===== src/slpm_params.svh =====
// constants for the link power manager
`ifndef SLPM_PARAMS_SVH
`define SLPM_PARAMS_SVH
// request field encodings
`define SLPM_REQ_IDLE 4'h0
`define SLPM_REQ_ACTIVE 4'h1
`define SLPM_REQ_PARTIAL 4'h2
`define SLPM_REQ_SLUMBER 4'h6
// status encodings
`define SLPM_ST_NONE 4'h0
`define SLPM_ST_ACTIVE 4'h1
`define SLPM_ST_PARTIAL 4'h2
`define SLPM_ST_SLUMBER 4'h6
// allowed transitions encodings
`define SLPM_ALW_ALL 4'h0
`define SLPM_ALW_NO_PARTIAL 4'h1
`define SLPM_ALW_NO_SLUMBER 4'h2
`define SLPM_ALW_NONE 4'h3
// recovery limits
`define SLPM_PARTIAL_EXIT_NS 10000
`define SLPM_SLUMBER_EXIT_NS 10000000
`define SLPM_CLK_NS 40
`define SLPM_PARTIAL_EXIT_CYC (`SLPM_PARTIAL_EXIT_NS / `SLPM_CLK_NS)
`define SLPM_SLUMBER_EXIT_CYC (`SLPM_SLUMBER_EXIT_NS / `SLPM_CLK_NS)
`define SLPM_TMR_W 24
`endif


===== src/slpm_sync_unused_guard.sv =====
// spare file: holds no logic


===== src/slpm_pkg.sv =====
// types for the link power manager
package slpm_pkg;
    typedef enum logic [2:0] {
        SLPM_ACTIVE,
        SLPM_REQ_WAIT,
        SLPM_LOW,
        SLPM_WAKING
    } slpm_state_e;

    // primitives seen on the link
    typedef struct packed {
        logic pm_partial;
        logic pm_slumber;
        logic pm_ack;
        logic pm_nack;
        logic comwake;
    } slpm_link_rx_s;

    // primitives sent on the link
    typedef struct packed {
        logic pm_partial;
        logic pm_slumber;
        logic pm_ack;
        logic pm_nack;
        logic comwake;
    } slpm_link_tx_s;
endpackage


===== src/slpm_sync.sv =====
// two-stage synchroniser for pin inputs
`timescale 1ns/100ps
module slpm_sync #(
    parameter int WIDTH = 1
) (
    // clock and reset
    input wire logic sys_clk_i,
    input wire logic rst_i,
    input wire logic clk_en_i,
    // data
    input wire logic [WIDTH-1:0] async_i,
    output logic [WIDTH-1:0] sync_o
);
    logic [WIDTH-1:0] meta_ff;
    logic [WIDTH-1:0] sync_ff;

    always_ff @(posedge sys_clk_i or posedge rst_i) begin
        if (rst_i) begin
            meta_ff <= '0;
            sync_ff <= '0;
        end else if (clk_en_i) begin
            meta_ff <= async_i;
            sync_ff <= meta_ff;
        end
    end

    assign sync_o = sync_ff;
endmodule


===== src/slpm_no_cmd_det.sv =====
// detector for the no-commands-left condition
`timescale 1ns/100ps
module slpm_no_cmd_det #(
    parameter int SLOTS = 32
) (
    // clock and reset
    input wire logic sys_clk_i,
    input wire logic rst_i,
    input wire logic clk_en_i,
    // slot registers
    input wire logic [SLOTS-1:0] issued_slots_i,
    input wire logic [SLOTS-1:0] queued_active_slots_i,
    input wire logic sdb_update_i,
    // result
    output logic no_cmd_o
);
    logic [SLOTS-1:0] prev_issued_ff;
    logic [SLOTS-1:0] prev_queued_ff;
    wire issued_drop = (prev_issued_ff != '0) && (issued_slots_i == '0);
    wire queued_drop = (prev_queued_ff != '0) && (queued_active_slots_i == '0);
    // both already zero gives no event: only a falling edge counts
    wire case_issued = (queued_active_slots_i == '0) && issued_drop;
    wire case_sdb = (issued_slots_i == '0) && queued_drop && sdb_update_i;

    always_ff @(posedge sys_clk_i or posedge rst_i) begin
        if (rst_i) begin
            prev_issued_ff <= '0;
            prev_queued_ff <= '0;
        end else if (clk_en_i) begin
            prev_issued_ff <= issued_slots_i;
            prev_queued_ff <= queued_active_slots_i;
        end
    end

    assign no_cmd_o = clk_en_i && (case_issued || case_sdb);
endmodule


===== src/slpm_link_pm.sv =====
// per-port interface link power manager
`timescale 1ns/100ps
`include "slpm_params.svh"

// Behaviour
// - adapter power states only D0, D3
// - partial exit 10us, slumber 10ms
// - power event forces link back active
// - present link state always reported
// - drive low-power request in active state gets ack/nack
// - drive requests judged by allowed transitions
// - drive request rejected while frame pending
// - software request only taken in idle
// - no direct partial to slumber move
// - auto entry capability, enable, select
// - auto entry when no commands remain
// - two ways no commands are detected
// - both zero already: no auto entry
// - wake link with comwake before sending
// - automatic request beats software request
// - request value 6h means slumber
// - allowed 3h forbids every transition the drive requests
// - allowed 0h permits both states
module slpm_link_pm import slpm_pkg::*; #(
    parameter int SLOTS = 32,
    parameter int PARTIAL_EXIT_CYC = `SLPM_PARTIAL_EXIT_CYC,
    parameter int SLUMBER_EXIT_CYC = `SLPM_SLUMBER_EXIT_CYC,
    parameter bit AUTO_CAPABLE = 1'b1,
    parameter bit PARTIAL_CAPABLE = 1'b1,
    parameter bit SLUMBER_CAPABLE = 1'b1
) (
    // clock, reset, enable
    input wire logic sys_clk_i,
    input wire logic rst_i,
    input wire logic clk_en_i,
    // software control
    input wire logic port_run_enable_i,
    input wire logic [3:0] link_pm_request_i,
    input wire logic link_pm_request_wr_i,
    input wire logic auto_link_pm_enable_i,
    input wire logic auto_slumber_select_i,
    input wire logic [3:0] allowed_pm_transitions_i,
    input wire logic adapter_d3_i,
    input wire logic pm_event_i,
    // command state
    input wire logic [SLOTS-1:0] issued_slots_i,
    input wire logic [SLOTS-1:0] queued_active_slots_i,
    input wire logic sdb_update_i,
    input wire logic frame_pending_i,
    input wire logic link_idle_i,
    // link side (pins)
    input wire slpm_link_rx_s link_rx_i,
    input wire logic phy_ready_i,
    output slpm_link_tx_s link_tx_o,
    // status
    output logic [3:0] link_pm_state_status_o,
    output logic [3:0] link_pm_request_o,
    output logic link_active_o,
    output logic tx_allowed_o,
    output logic wake_timeout_o,
    output logic auto_link_pm_capable_o,
    output logic partial_capable_o,
    output logic slumber_capable_o,
    output logic adapter_d3_o
);
    // ----------------------------------------
    // link inputs cross from the pins
    // ----------------------------------------
    slpm_link_rx_s rx;
    logic phy_rdy;

    slpm_sync #(.WIDTH($bits(slpm_link_rx_s) + 1)) u_sync (
        .sys_clk_i(sys_clk_i),
        .rst_i(rst_i),
        .clk_en_i(clk_en_i),
        .async_i({link_rx_i, phy_ready_i}),
        .sync_o({rx, phy_rdy})
    );

    logic no_cmd;

    slpm_no_cmd_det #(.SLOTS(SLOTS)) u_nocmd (
        .sys_clk_i(sys_clk_i),
        .rst_i(rst_i),
        .clk_en_i(clk_en_i),
        .issued_slots_i(issued_slots_i),
        .queued_active_slots_i(queued_active_slots_i),
        .sdb_update_i(sdb_update_i),
        .no_cmd_o(no_cmd)
    );

    // ----------------------------------------
    // state registers
    // ----------------------------------------
    slpm_state_e state_ff, nxt_state;
    logic slumber_ff, nxt_slumber;
    logic [`SLPM_TMR_W-1:0] tmr_ff, nxt_tmr;
    logic [3:0] req_ff, nxt_req;
    logic timeout_ff, nxt_timeout;
    slpm_link_tx_s tx_ff, nxt_tx;
    logic d3_ff;
    logic dev_req_ff;

    // ----------------------------------------
    // decode
    // ----------------------------------------
    wire allow_none = allowed_pm_transitions_i == `SLPM_ALW_NONE;
    // value 0h permits both; 1h and 2h forbid one each
    wire allow_partial = PARTIAL_CAPABLE && !allow_none &&
                         (allowed_pm_transitions_i != `SLPM_ALW_NO_PARTIAL);
    wire allow_slumber = SLUMBER_CAPABLE && !allow_none &&
                         (allowed_pm_transitions_i != `SLPM_ALW_NO_SLUMBER);
    wire dev_req = rx.pm_partial || rx.pm_slumber;
    // the drive holds its request until our answer reaches it, so answer only the rising edge
    wire dev_req_new = dev_req && !dev_req_ff;
    wire dev_req_ok = !frame_pending_i &&
                      ((rx.pm_partial && allow_partial) || (rx.pm_slumber && allow_slumber));
    wire auto_go = AUTO_CAPABLE && auto_link_pm_enable_i && no_cmd;
    // request acted on only in its write cycle, and only when the link layer is idle
    wire sw_take = link_pm_request_wr_i && link_idle_i;
    wire sw_slumber = sw_take && (link_pm_request_i == `SLPM_REQ_SLUMBER);
    wire sw_partial = sw_take && (link_pm_request_i == `SLPM_REQ_PARTIAL);
    wire sw_active = sw_take && (link_pm_request_i == `SLPM_REQ_ACTIVE);
    wire wake_need = pm_event_i || frame_pending_i || sw_active;
    wire [`SLPM_TMR_W-1:0] exit_lim = slumber_ff ? `SLPM_TMR_W'(SLUMBER_EXIT_CYC)
                                                 : `SLPM_TMR_W'(PARTIAL_EXIT_CYC);

    // ----------------------------------------
    // next state
    // ----------------------------------------
    always_comb begin
        nxt_state = state_ff;
        nxt_slumber = slumber_ff;
        nxt_tmr = tmr_ff;
        nxt_timeout = timeout_ff;
        nxt_tx = '0;
        // the field always reads idle once a write has been handled
        nxt_req = link_pm_request_wr_i ? link_pm_request_i : `SLPM_REQ_IDLE;
        case (state_ff)
            SLPM_ACTIVE: begin
                if (dev_req_new) begin
                    nxt_tx.pm_ack = dev_req_ok;
                    nxt_tx.pm_nack = !dev_req_ok;
                    if (dev_req_ok) begin
                        nxt_slumber = rx.pm_slumber;
                        nxt_state = SLPM_LOW;
                    end
                end else if (auto_go) begin
                    // own request wins over a concurrent software write
                    nxt_slumber = auto_slumber_select_i;
                    nxt_tx.pm_slumber = auto_slumber_select_i;
                    nxt_tx.pm_partial = !auto_slumber_select_i;
                    nxt_state = SLPM_REQ_WAIT;
                end else if (sw_slumber || sw_partial) begin
                    nxt_slumber = sw_slumber;
                    nxt_tx.pm_slumber = sw_slumber;
                    nxt_tx.pm_partial = sw_partial;
                    nxt_state = SLPM_REQ_WAIT;
                end
            end
            SLPM_REQ_WAIT: begin
                nxt_tx.pm_slumber = slumber_ff;
                nxt_tx.pm_partial = !slumber_ff;
                if (rx.pm_ack) begin
                    nxt_tx = '0;
                    nxt_state = SLPM_LOW;
                end else if (rx.pm_nack || pm_event_i) begin
                    nxt_tx = '0;
                    nxt_state = SLPM_ACTIVE;
                end
            end
            SLPM_LOW: begin
                // software low-power writes here are dropped, never a direct swap
                if (wake_need || rx.comwake) begin
                    nxt_tx.comwake = !rx.comwake;
                    nxt_tmr = '0;
                    nxt_timeout = 1'b0;
                    nxt_state = SLPM_WAKING;
                end
            end
            SLPM_WAKING: begin
                if (phy_rdy) begin
                    nxt_state = SLPM_ACTIVE;
                end else if (tmr_ff >= exit_lim) begin
                    // report a late wake but keep waiting on the phy
                    nxt_timeout = 1'b1;
                end else begin
                    nxt_tmr = tmr_ff + `SLPM_TMR_W'(1);
                end
            end
            default: begin
                nxt_state = SLPM_ACTIVE;
            end
        endcase
    end

    // ----------------------------------------
    // registers
    // ----------------------------------------
    always_ff @(posedge sys_clk_i or posedge rst_i) begin
        if (rst_i) begin
            state_ff <= SLPM_ACTIVE;
            slumber_ff <= 1'b0;
            tmr_ff <= '0;
            req_ff <= `SLPM_REQ_IDLE;
            timeout_ff <= 1'b0;
            tx_ff <= '0;
            d3_ff <= 1'b0;
            dev_req_ff <= 1'b0;
        end else if (clk_en_i) begin
            dev_req_ff <= dev_req;
            state_ff <= nxt_state;
            slumber_ff <= nxt_slumber;
            tmr_ff <= nxt_tmr;
            req_ff <= nxt_req;
            timeout_ff <= nxt_timeout;
            tx_ff <= nxt_tx;
            // only D0 and D3 exist; D3 is honoured only with the port stopped
            d3_ff <= adapter_d3_i && !port_run_enable_i;
        end
    end

    // ----------------------------------------
    // outputs
    // ----------------------------------------
    wire low = (state_ff == SLPM_LOW) || (state_ff == SLPM_WAKING);
    wire [3:0] low_code = slumber_ff ? `SLPM_ST_SLUMBER : `SLPM_ST_PARTIAL;

    assign link_pm_state_status_o = !phy_rdy && !low ? `SLPM_ST_NONE :
                                    low ? low_code : `SLPM_ST_ACTIVE;
    assign link_tx_o = tx_ff;
    assign link_pm_request_o = req_ff;
    assign link_active_o = !low;
    assign tx_allowed_o = !low && (state_ff != SLPM_REQ_WAIT) && phy_rdy;
    assign wake_timeout_o = timeout_ff;
    assign auto_link_pm_capable_o = AUTO_CAPABLE;
    assign partial_capable_o = PARTIAL_CAPABLE;
    assign slumber_capable_o = SLUMBER_CAPABLE;
    assign adapter_d3_o = d3_ff;
endmodule


===== config.mk =====
export PLATFORM = sky130hd
export DESIGN_NAME = slpm_link_pm
export DESIGN_NICKNAME = d
export VERILOG_FILES = /design/src/slpm_sync_unused_guard.sv /design/src/slpm_pkg.sv /design/src/slpm_sync.sv /design/src/slpm_no_cmd_det.sv /design/src/slpm_link_pm.sv
export VERILOG_INCLUDE_DIRS = /design/src
export SDC_FILE = /design/constraint.sdc
export NUM_CORES = 1
export LEC_CHECK = 0
export BUFFER_PORTS_ARGS = -buffer_cell sky130_fd_sc_hd__clkbuf_2
export CORE_AREA = 2 2 108 110
export CTS_BUF_LIST = sky130_fd_sc_hd__clkbuf_8
export CTS_CLUSTER_DIAMETER = 120
export DETAILED_ROUTE_END_ITERATION = 16
export DIE_AREA = 0 0 110 112
export PLACE_DENSITY_LB_ADDON = 0.2
export SLEW_MARGIN = 10
export SYNTH_ARGS = -nofsm -noshare
export SYNTH_HDL_FRONTEND = slang
export SYNTH_SLANG_ARGS = --single-unit

===== constraint.sdc =====
create_clock -name sys_clk_i -period 3.1 [get_ports sys_clk_i]
set_input_delay 0.31 -clock sys_clk_i [delete_from_list [all_inputs] [get_ports sys_clk_i]]
set_output_delay 0.31 -clock sys_clk_i [all_outputs]
set_load 0.02 [all_outputs]

---- After elaboration in Yosys (flattened, before gate mapping) ----
Index checks and enable logic that the tools add are counted.
storage, ports and cells
  register bits after elaboration ......... 116
  latch bits .............................. 0
  bits in writable memories ............... 0
  ROM bits ................................ 0
  bits of input ports ..................... 90
  output and inout bits ................... 20
  logic and storage cells ................. 123
  memories ................................ 0
cells by class
  add/sub/neg operators ................... 1
  multipliers ............................. 0
  divide/modulo/power cells ............... 0
  order comparisons ....................... 1
  equal/unequal tests ..................... 19
  shift operators ......................... 0
  muxes and demuxes ....................... 35
  bitwise gates (word level) .............. 0
  reductions and logical operators ........ 51
operator list
  cell                                                  number
  2-to-1 mux 24 bit                                     3
  zero test 32 bit                                      2
  nonzero test 32 bit                                   2
  case mux 24 bit (2 select lines)                      1
  2-to-1 mux 3 bit                                      11
  adder 24 x 1 -> 24 bit (second input constant)        1
  >= comparator 24 x 18 -> 1 bit                        1
  logical AND 1 bit                                     21
  2-to-1 mux 18 bit                                     1
  case mux 3 bit (4 select lines)                       1
  zero test 1 bit                                       10
  2-to-1 mux 5 bit                                      2
  AND reduction 5 bit                                   2
  logical OR 1 bit                                      9
  equality test 4 x 2 -> 1 bit (second input constant)  2
  2-to-1 mux 1 bit                                      8
  2-to-1 mux 2 bit                                      4
  != test 2 bit (second input constant)                 4
  case mux 4 bit (2 select lines)                       1
  equality test 3 x 2 -> 1 bit (second input constant)  2
  AND reduction 6 bit                                   1
  equality test 4 x 1 -> 1 bit (second input constant)  1
  equality test 4 x 3 -> 1 bit (second input constant)  1
  2-to-1 mux 4 bit                                      1
  13 further kinds                                      15

---- Logic depth before layout (Yosys ltp) ----
Gate-level depths: netlist (run 1).
  depth after elaboration ................. 10
  mapped depth ............................ 11
  gate-level depth less buffers ........... 9

---- Modules after synthesis ----
Synthesis (run 1) repeated with hierarchy kept, for this count alone.
second synthesis, totals
  cells, all modules ...................... 481
  area total of the unflattened synthesis .. 5594.1 um^2
by module, submodules not included
  module           times used  cells an instance  area an instance (um^2)  sequential area each (um^2)
  slpm_no_cmd_det  1           182                2665.1                   1601.5
  slpm_link_pm     1           273                2441.1                   975.9
  slpm_sync        1           26                 488.0                    300.3

---- Worst setup path after synthesis (run 1) ----
OpenSTA, ideal clock, no wires.
  path type ............................... register -> register
  start point ............................. reg slumber_ff
  end point ............................... reg tmr_ff[9]
  setup time .............................. 77 ps
  arrival time ............................ 2449 ps
  data required time ...................... 3023 ps
  path slack .............................. 574 ps
  stages on the path, launching flop included .. 10
  path buffers ............................ 0
  clock period less this slack ............ 2526 ps
  cells stage by stage .................... dfrtp_1 inv_1 ha_1 nor2b_1 o2111ai_1 a21oi_1 o2111ai_1 nand3_4 or4_1 a21oi_1
on the way
  word-level cells in the longest chain between the ends .. 4
RTL lines
  element                               RTL line             text
  start, declared                       slpm_link_pm.sv:96   logic slumber_ff, nxt_slumber;
  start signal, assigned                slpm_link_pm.sv:213  slumber_ff <= nxt_slumber;
  2-to-1 mux 18 bit                     slpm_link_pm.sv:125  wire [`SLPM_TMR_W-1:0] exit_lim = slumber_ff ? `SLPM_TMR_W'(SLUMBER_EXIT_CYC)
  >= comparator 24 x 18 -> 1 bit        slpm_link_pm.sv:184  end else if (tmr_ff >= exit_lim) begin
  != test 2 bit (no source line)        -
  AND reduction 5 bit (no source line)  -
  end signal, assigned                  slpm_link_pm.sv:214  tmr_ff <= nxt_tmr;
  end, declared                         slpm_link_pm.sv:97   logic [`SLPM_TMR_W-1:0] tmr_ff, nxt_tmr;
Every way passes these cells.
A chain may end at the register's enable or synchronous reset.

---- Final worst setup path (run 1) ----
  start point ............................. reg slumber_ff
  end point ............................... reg tmr_ff[11]
Same word-level chain as after synthesis.

==> results of run 1 <==
-- cells by family (layout without fill, tap and decap cells) --
logic type                 after synthesis  in the layout  synth area share [%]
AOI/OAI and AO/OA                       64             64                  8.18
DFF                                    115            115                  52.6
muxes                                   81             81                  16.5
buffers and inverters                   42            161                  3.75
and+or+nand+nor                        156            156                  16.2
xor gates and xnor gates                 2              2                 0.320
other                                    2              4                 0.137
adders and majority gates               10             10                  2.29
-- where the power goes --
part / leakage [nW] / internal, mW / total (mW) / switching, mW
sequential: 1.42 / 1.65 / 1.78 / 0.132
clock: 0.216 / 0.878 / 1.46 / 0.580
combinational: 1.31 / 0.298 / 0.699 / 0.401
total: 2.94 / 2.83 / 3.94 / 1.11
-- layer usage --
metal  vias to the layer above  GRT usage (%)  wire (um)
met5                         -              0          0
met4                         0           7.17        263
met3                        22           7.08        761
met1                      2024           26.6       5170
met2                       135           33.8       5840
li1                       1954              -          -
-- area by class of cell --
class / count / area share, %
sequential: 115 / 44.0
tap: 143 / 2.74
inverter: 19 / 1.15
clock inverter: 13 / 2.57
timing repair buffer: 111 / 9.00
clock buffer: 18 / 3.79
multi-input combinational: 317 / 36.7
-- path summary, 6_finish.rpt --
check                      slack, ns  depth (start not counted)                   end
max                             0.26                          9            tmr_ff[11]
max reg2reg                     0.26                          9            tmr_ff[11]
min                             0.07                          2          adapter_d3_o
max in group asynchronous       1.81                          4        wake_timeout_o
min in group asynchronous       0.47                          3  link_pm_request_o[3]
min reg2reg                     0.48                          2      u_sync.sync_o[4]
-- synth_stat cells, types with 3 or more instances --
cell,instances
sky130_fd_sc_hd__a21oi_1,19
sky130_fd_sc_hd__a31oi_1,3
sky130_fd_sc_hd__and2_1,8
sky130_fd_sc_hd__and3_1,5
sky130_fd_sc_hd__and3_2,3
sky130_fd_sc_hd__buf_4,4
sky130_fd_sc_hd__buf_6,3
sky130_fd_sc_hd__clkbuf_1,15
sky130_fd_sc_hd__dfrtp_1,115
sky130_fd_sc_hd__ha_1,10
sky130_fd_sc_hd__inv_1,19
sky130_fd_sc_hd__mux2_2,75
sky130_fd_sc_hd__mux2i_1,5
sky130_fd_sc_hd__nand2_1,31
sky130_fd_sc_hd__nand2b_1,7
sky130_fd_sc_hd__nand3_1,12
sky130_fd_sc_hd__nand4_1,12
sky130_fd_sc_hd__nor2_1,14
sky130_fd_sc_hd__nor2b_1,3
sky130_fd_sc_hd__nor3_1,3
sky130_fd_sc_hd__nor4_1,31
sky130_fd_sc_hd__o21a_1,3
sky130_fd_sc_hd__o21ai_0,17
sky130_fd_sc_hd__o22ai_1,4
sky130_fd_sc_hd__o31ai_1,4
sky130_fd_sc_hd__or2_2,3
sky130_fd_sc_hd__or3_1,9
sky130_fd_sc_hd__or4_1,8
-- stage by stage --
| stage | instance area, um2 | instances | hold slack, ns | power [mW] | util [%] |
|---|---|---|---|---|---|
| final | 6540 | 736 | 0.0686 | 3.94 | 58.5 |
| after global routing | 6540 | 736 | 0.0698 | 4.16 | 58.5 |
| after CTS | 6540 | 736 | 0.0382 | 3.98 | 58.5 |
| after detailed placement | 6110 | 704 | 0.378 | 2.52 | 54.7 |
| after global placement | 6110 | 704 | 0.373 | 2.48 | 54.7 |
| after floorplan | 5490 | 474 | 0.410 | 2.30 | - |
-- sequential cells by signal (all words and copies together), names as in the netlist --
signal / flops
slumber_ff: 1
adapter_d3_o: 1
u_nocmd.prev_queued_ff: 32
tmr_ff: 24
u_nocmd.prev_issued_ff: 32
dev_req_ff: 1
link_tx_o: 5
state_ff: 2
u_sync.meta_ff: 6
u_sync.sync_o: 6
link_pm_request_o: 4
wake_timeout_o: 1
-- cells in the final DEF, fill, tap and decap left out, types with 4 or more instances in the layout --
cell	count
sky130_fd_sc_hd__o31ai_1	4
sky130_fd_sc_hd__o21ai_0	17
sky130_fd_sc_hd__nand2_1	31
sky130_fd_sc_hd__buf_4	5
sky130_fd_sc_hd__dfrtp_1	115
sky130_fd_sc_hd__nand3_1	12
sky130_fd_sc_hd__bufinv_16	4
sky130_fd_sc_hd__clkbuf_8	18
sky130_fd_sc_hd__mux2i_1	5
sky130_fd_sc_hd__and3_1	5
sky130_fd_sc_hd__mux2_2	75
sky130_fd_sc_hd__nand4_1	12
sky130_fd_sc_hd__inv_1	20
sky130_fd_sc_hd__clkbuf_2	104
sky130_fd_sc_hd__clkinv_2	5
sky130_fd_sc_hd__or4_1	8
sky130_fd_sc_hd__a21oi_1	19
sky130_fd_sc_hd__or3_1	9
sky130_fd_sc_hd__conb_1	4
sky130_fd_sc_hd__nor4_1	31
sky130_fd_sc_hd__nand2b_1	7
sky130_fd_sc_hd__nor2_1	14
sky130_fd_sc_hd__and2_1	8
sky130_fd_sc_hd__o22ai_1	4
sky130_fd_sc_hd__ha_1	10
-- timing repair --
item,CTS,global route
setup endpoints to repair,0,0
hold endpoints to repair,22,0
hold buffers,1,0
==> reports/results.ini, run 1 <==
[min_path]
worstHoldPathType=in2reg
worst_hold_startpoint=port_run_enable_i

[layout]
drive_above_1_share_pct=38.4
layout.area.seq_mm2=0.00288
multi_input_comb_area_mm2=0.00240
fin_nets=681
layout.filler_cells=964
syn_to_final_growth_pct=19.4
ant_diodes=0

[clock_network]
clk_latency_ns=0.42
cts-root-to-sink-buffers=2
cts_tree=built
cts_buffers=17
cts.sinks=115
post_cts.repair.setup_buffers=0
cts.root.buffer_cell=sky130_fd_sc_hd__clkbuf_8
post_cts_resize_count=0
clock_tree.htree_level_count=4
worst_setup_hold_path_clk_slew_ns=0.07

[synth]
synth_area_leader_cell=sky130_fd_sc_hd__dfrtp_1
synth_cell_types=49
syn-instance-count=472
synth-edff-count=0
seq_area_frac_synth_pct=52.6
postSynthAreaPerCell_um2=11.6
synth-async-reset-ratio_pct=100
netlist_area_mm2=0.00548
synth_largest_type_area_fraction_pct=52.6
synth.yosys.warnings=0
synth-seq-cells=115
synthFlopType=sky130_fd_sc_hd__dfrtp_1
netlist_top_cells_area=sky130_fd_sc_hd__dfrtp_1, sky130_fd_sc_hd__mux2_2, sky130_fd_sc_hd__nor4_1

[setup_path]
cp_data_required_time_ns=3.44
rr_startpoint=slumber_ff
timing.critical_path.fanout_max=22
cpMaxStageDelayCell=sky130_fd_sc_hd__or4_1
cp_top_family=simple AND/OR/NAND/NOR gates
worstSetupStartpoint=slumber_ff
timing.critical_path.mode_cell=sky130_fd_sc_hd__a21oi_1
critical_path.max_stage_delay_ns=0.55
crit_path_start_kind=flop
end_kind=flop
path_cells=inv_1, ha_1, and4b_1, a21oi_1, nand2_1, a31oi_4, nand3_4, or4_1, a21oi_1
setup.worst_path.class=reg2reg
timing.critical_path.buf_inv=1
timing.critical_path.arrival_ns=3.18

[outcome]
run_status=complete, no violations

[detailed_routing]
detail_route.vias_per_cell=5.62
routed-via-count=4135
drt_wl_total_um=12000
routedWlPerCell_um=16.3
dr.first_iter.drc_count=164
number_of_iterations_in_the_first_detailed_routing_pass=4
drc_violation_count_after_routing=0
ant_nets=0

[timing]
final_period_minus_worst_setup_slack_ns=2.84
max_slew_margin_pct=52.6
final_max_slew_viol_count=0
maxClockFrequency_mhz=352
fin_worst_skew_ns=0.00744
tns_ns=0
finalHoldViolCount=0
timing.final.crit_share_pct=91.6
setup_ws_ns=0.260
grt_setup_unrepaired=false
max_slew.worst_pin.slew_ns=0.712
setup_viol=0

[place]
input_output_buffers=105
worst_setup_timing_slack_at_the_placement_stage_ns=0.264
routabilityCongestion=0.836
dp_hpwl_um=8880

[flow_run]
maxCapViolCount=0

[power]
leakage_power_nw=2.94
power_density_over_cell_area_mw_per_mm2=603
irDropWorstVdd_mv=0.313

[die]
initial_core_util_pct=49.0
top_level_ports=110
core_mm2=0.0112
die-width_um=110
fp.dieArea_mm2=0.0123
placement_rows=39
die_height_um=112

[global_routing]
grt_util_all_layers_pct=21.1
initial_antenna_violation_count=0
grt.overflow.total=0
first_global_vias=4218
largest_net_degree_at_the_start_of_global_routing=94
grt_first_pass_wirelength_um=20000

Power figures use the tool's default switching activity.
==> run 2: changes to the inputs <==
--- a/config.mk
+++ b/config.mk
@@ -6,12 +6,12 @@
 export SDC_FILE = /design/constraint.sdc
 export NUM_CORES = 1
 export LEC_CHECK = 0
-export BUFFER_PORTS_ARGS = -buffer_cell sky130_fd_sc_hd__clkbuf_2
-export CORE_AREA = 2 2 108 110
+export CORE_AREA = 2 2 120 122
 export CTS_BUF_LIST = sky130_fd_sc_hd__clkbuf_8
 export CTS_CLUSTER_DIAMETER = 120
 export DETAILED_ROUTE_END_ITERATION = 16
-export DIE_AREA = 0 0 110 112
+export DIE_AREA = 0 0 122 124
+export DONT_BUFFER_PORTS = 1
 export PLACE_DENSITY_LB_ADDON = 0.2
 export SLEW_MARGIN = 10
 export SYNTH_ARGS = -nofsm -noshare
==> run 2 against run 1 <==
Net effect: first-iteration DRC count shrank 12%; critical path type unchanged; clock power grew 5%; largest power group unchanged; combinational power shrank 21%; sequential power grew 2%; routed wire length grew 4.4%.
==> reports/results.ini, run 2 (same netlist as run 1, synthesis figures left out) <==
[setup_path]
timing.critical_path.fanout_max=22
reg2reg_depth=9
setup.worst_path.class=reg2reg
path_cells=inv_1, ha_1, and4b_1, a21oi_1, nand2_1, a31oi_4, nand3_4, or4_1, a21oi_1
end_kind=flop
critical_path.max_stage_delay_ns=0.56
crit_path_start_kind=flop
cpMaxStageDelayCell=sky130_fd_sc_hd__or4_1
timing.reg2reg.setup_slack_ns=0.23
cp_data_required_time_ns=3.44
worstSetupStartpoint=slumber_ff
timing.critical_path.arrival_ns=3.21
worst_r2r_endpoint=tmr_ff[12]
rr_startpoint=slumber_ff
timing.critical_path.mode_cell=sky130_fd_sc_hd__a21oi_1

[global_routing]
first_global_vias=4034
grt.overflow.total=0
grt_first_pass_wirelength_um=20500
largest_net_degree_at_the_start_of_global_routing=93
initial_antenna_violation_count=0
grt_util_all_layers_pct=17.8

[layout]
layout_commonest_cell=sky130_fd_sc_hd__dfrtp_1
final_cells=690
ant_diodes=0
drive_above_1_share_pct=24.1
mostFrequentLayoutCells=sky130_fd_sc_hd__dfrtp_1, sky130_fd_sc_hd__mux2_2, sky130_fd_sc_hd__nand2_1, sky130_fd_sc_hd__nor4_1, sky130_fd_sc_hd__dlygate4sd3_1
fin_nets=597
syn_to_final_growth_pct=15.0
layout.filler_cells=1294
top_regs=u_nocmd.prev_issued_ff: 32 flops, u_nocmd.prev_queued_ff: 32 flops, tmr_ff: 24 flops

[timing]
max_slew.worst_pin.slew_ns=0.609
timing.final.crit_share_pct=92.6
fin_hold_ws_ns=0.0313
tns_ns=0
setup_viol=0
final_max_slew_viol_count=0
finalHoldViolCount=0
grt_setup_unrepaired=false
fin_worst_skew_ns=0.00792
final_period_minus_worst_setup_slack_ns=2.87
maxClockFrequency_mhz=348
max_slew_margin_pct=59.3

[detailed_routing]
number_of_iterations_in_the_first_detailed_routing_pass=4
met2WireLength_um=6250
routed-via-count=3789
detail_route.vias_per_cell=5.49
maxUsedRoutingLayer=met4
routedWlPerCell_um=18.2
dr.first_iter.drc_count=145
m1WireLength_um=5250
drt_wl_total_um=12600
ant_nets=0
drc_violation_count_after_routing=0
wl_met3_um=898

[min_path]
min_delay_worst_endpoint=u_nocmd.prev_issued_ff[1]
worst_hold_depth=1
worst_hold_startpoint=issued_slots_i[1]
worstHoldPathType=in2reg

[clock_network]
post_cts.repair.setup_buffers=0
cts.sinks=115
clock_tree.htree_level_count=4
post_cts_resize_count=0
cts-root-to-sink-buffers=2
clk_latency_ns=0.43
cts_tree=built
worst_setup_hold_path_clk_slew_ns=0.07
cts_buffers=17
postCtsHoldBufs=22
cts.root.buffer_cell=sky130_fd_sc_hd__clkbuf_8

[place]
dp_hpwl_um=8910
input_output_buffers=0
routabilityCongestion=0.805
numPlacedInstances=635

[die]
die_height_um=124
initial_core_util_pct=39.9
top_level_ports=110
fp.dieArea_mm2=0.0151
core_mm2=0.0137
placement_rows=43
die-width_um=122

[flow_run]
maxCapViolCount=0

[power]
leakage_power_nw=2.60
irDropWorstVdd_mv=0.290
power_report.internal_total_mw=2.85
combinationalPowerShare_pct=14.2
clockPowerShare_pct=39.4
power.switching_fraction_pct=27.1
power_density_over_cell_area_mw_per_mm2=621
power.sequential.fraction_pct=46.4
netSwitchingPower_mw=1.06

[outcome]
run_status=complete, no violations

-- run 2: cell count changes in the layout (fill, tap and decap cells not counted) --
cell | before | now
sky130_fd_sc_hd__clkinv_2 | 5 | 3
sky130_fd_sc_hd__dlygate4sd3_1 | 1 | 23
sky130_fd_sc_hd__buf_4 | 5 | 3
sky130_fd_sc_hd__clkbuf_2 | 104 | 0
sky130_fd_sc_hd__clkbuf_8 | 18 | 21
-- run 2: critical path: cells and delay by family (launching register included) --
kind | cells | cell delay (ns)
fa+ha+maj | 1 | 0.31
simple gates | 4 | 1.13
compound gates | 3 | 0.64
flops | 1 | 0.43
buf+inv | 1 | 0.28
-- run 2: routing by layer --
metal  vias up  GRT usage [%]
li1       1784              -
met5         -              0
met2       110           30.1
met4         0           6.25
met1      1884           20.8
met3        11           6.55
-- run 2: layout make-up --
class | count | area [um2] | share of cell area [%]
multi-input combinational | 317 | 2400 | 38.1
sequential | 115 | 2880 | 45.7
inverter | 19 | 75.1 | 1.19
timing repair buffer | 27 | 273 | 4.33
tap | 180 | 225 | 3.58
clock buffer | 21 | 289 | 4.59
clock inverter | 11 | 158 | 2.50
-- run 2: per-stage QoR --
step	util, %	area [um2]	setup WS [ns]	power, mW
floorplan	-	5490	0.574	2.30
global placement	41.0	5620	0.458	2.35
detailed placement	41.0	5620	0.255	2.38
CTS	45.8	6290	0.215	3.96
global route	45.9	6300	0.0245	4.12
finish	45.9	6300	0.230	3.91
-- run 2: worst max-delay path by stage --
| stage | endpoint | slack (ns) | depth (start not counted) |
|---|---|---|---|
| 2_1_floorplan | tmr_ff[9] | 0.57 | 9 |
| 3_3_place_gp | tmr_ff[9] | 0.46 | 9 |
| 3_5_place_dp | tmr_ff[12] | 0.26 | 9 |
| 4_1_cts | tmr_ff[12] | 0.21 | 9 |
| 5_1_grt | tmr_ff[12] | 0.02 | 9 |
| 6_report | tmr_ff[12] | 0.23 | 9 |
-- run 2: power groups by stage --
| stage | Clock (mW) | Combinational, mW | Sequential, mW |
|---|---|---|---|
| after floorplan | 0 | 0.523 | 1.78 |
| after CTS | 1.58 | 0.564 | 1.82 |
| after global placement | 0 | 0.514 | 1.84 |
| final | 1.54 | 0.555 | 1.82 |
| after global routing | 1.65 | 0.630 | 1.84 |
| after detailed placement | 0 | 0.535 | 1.85 |
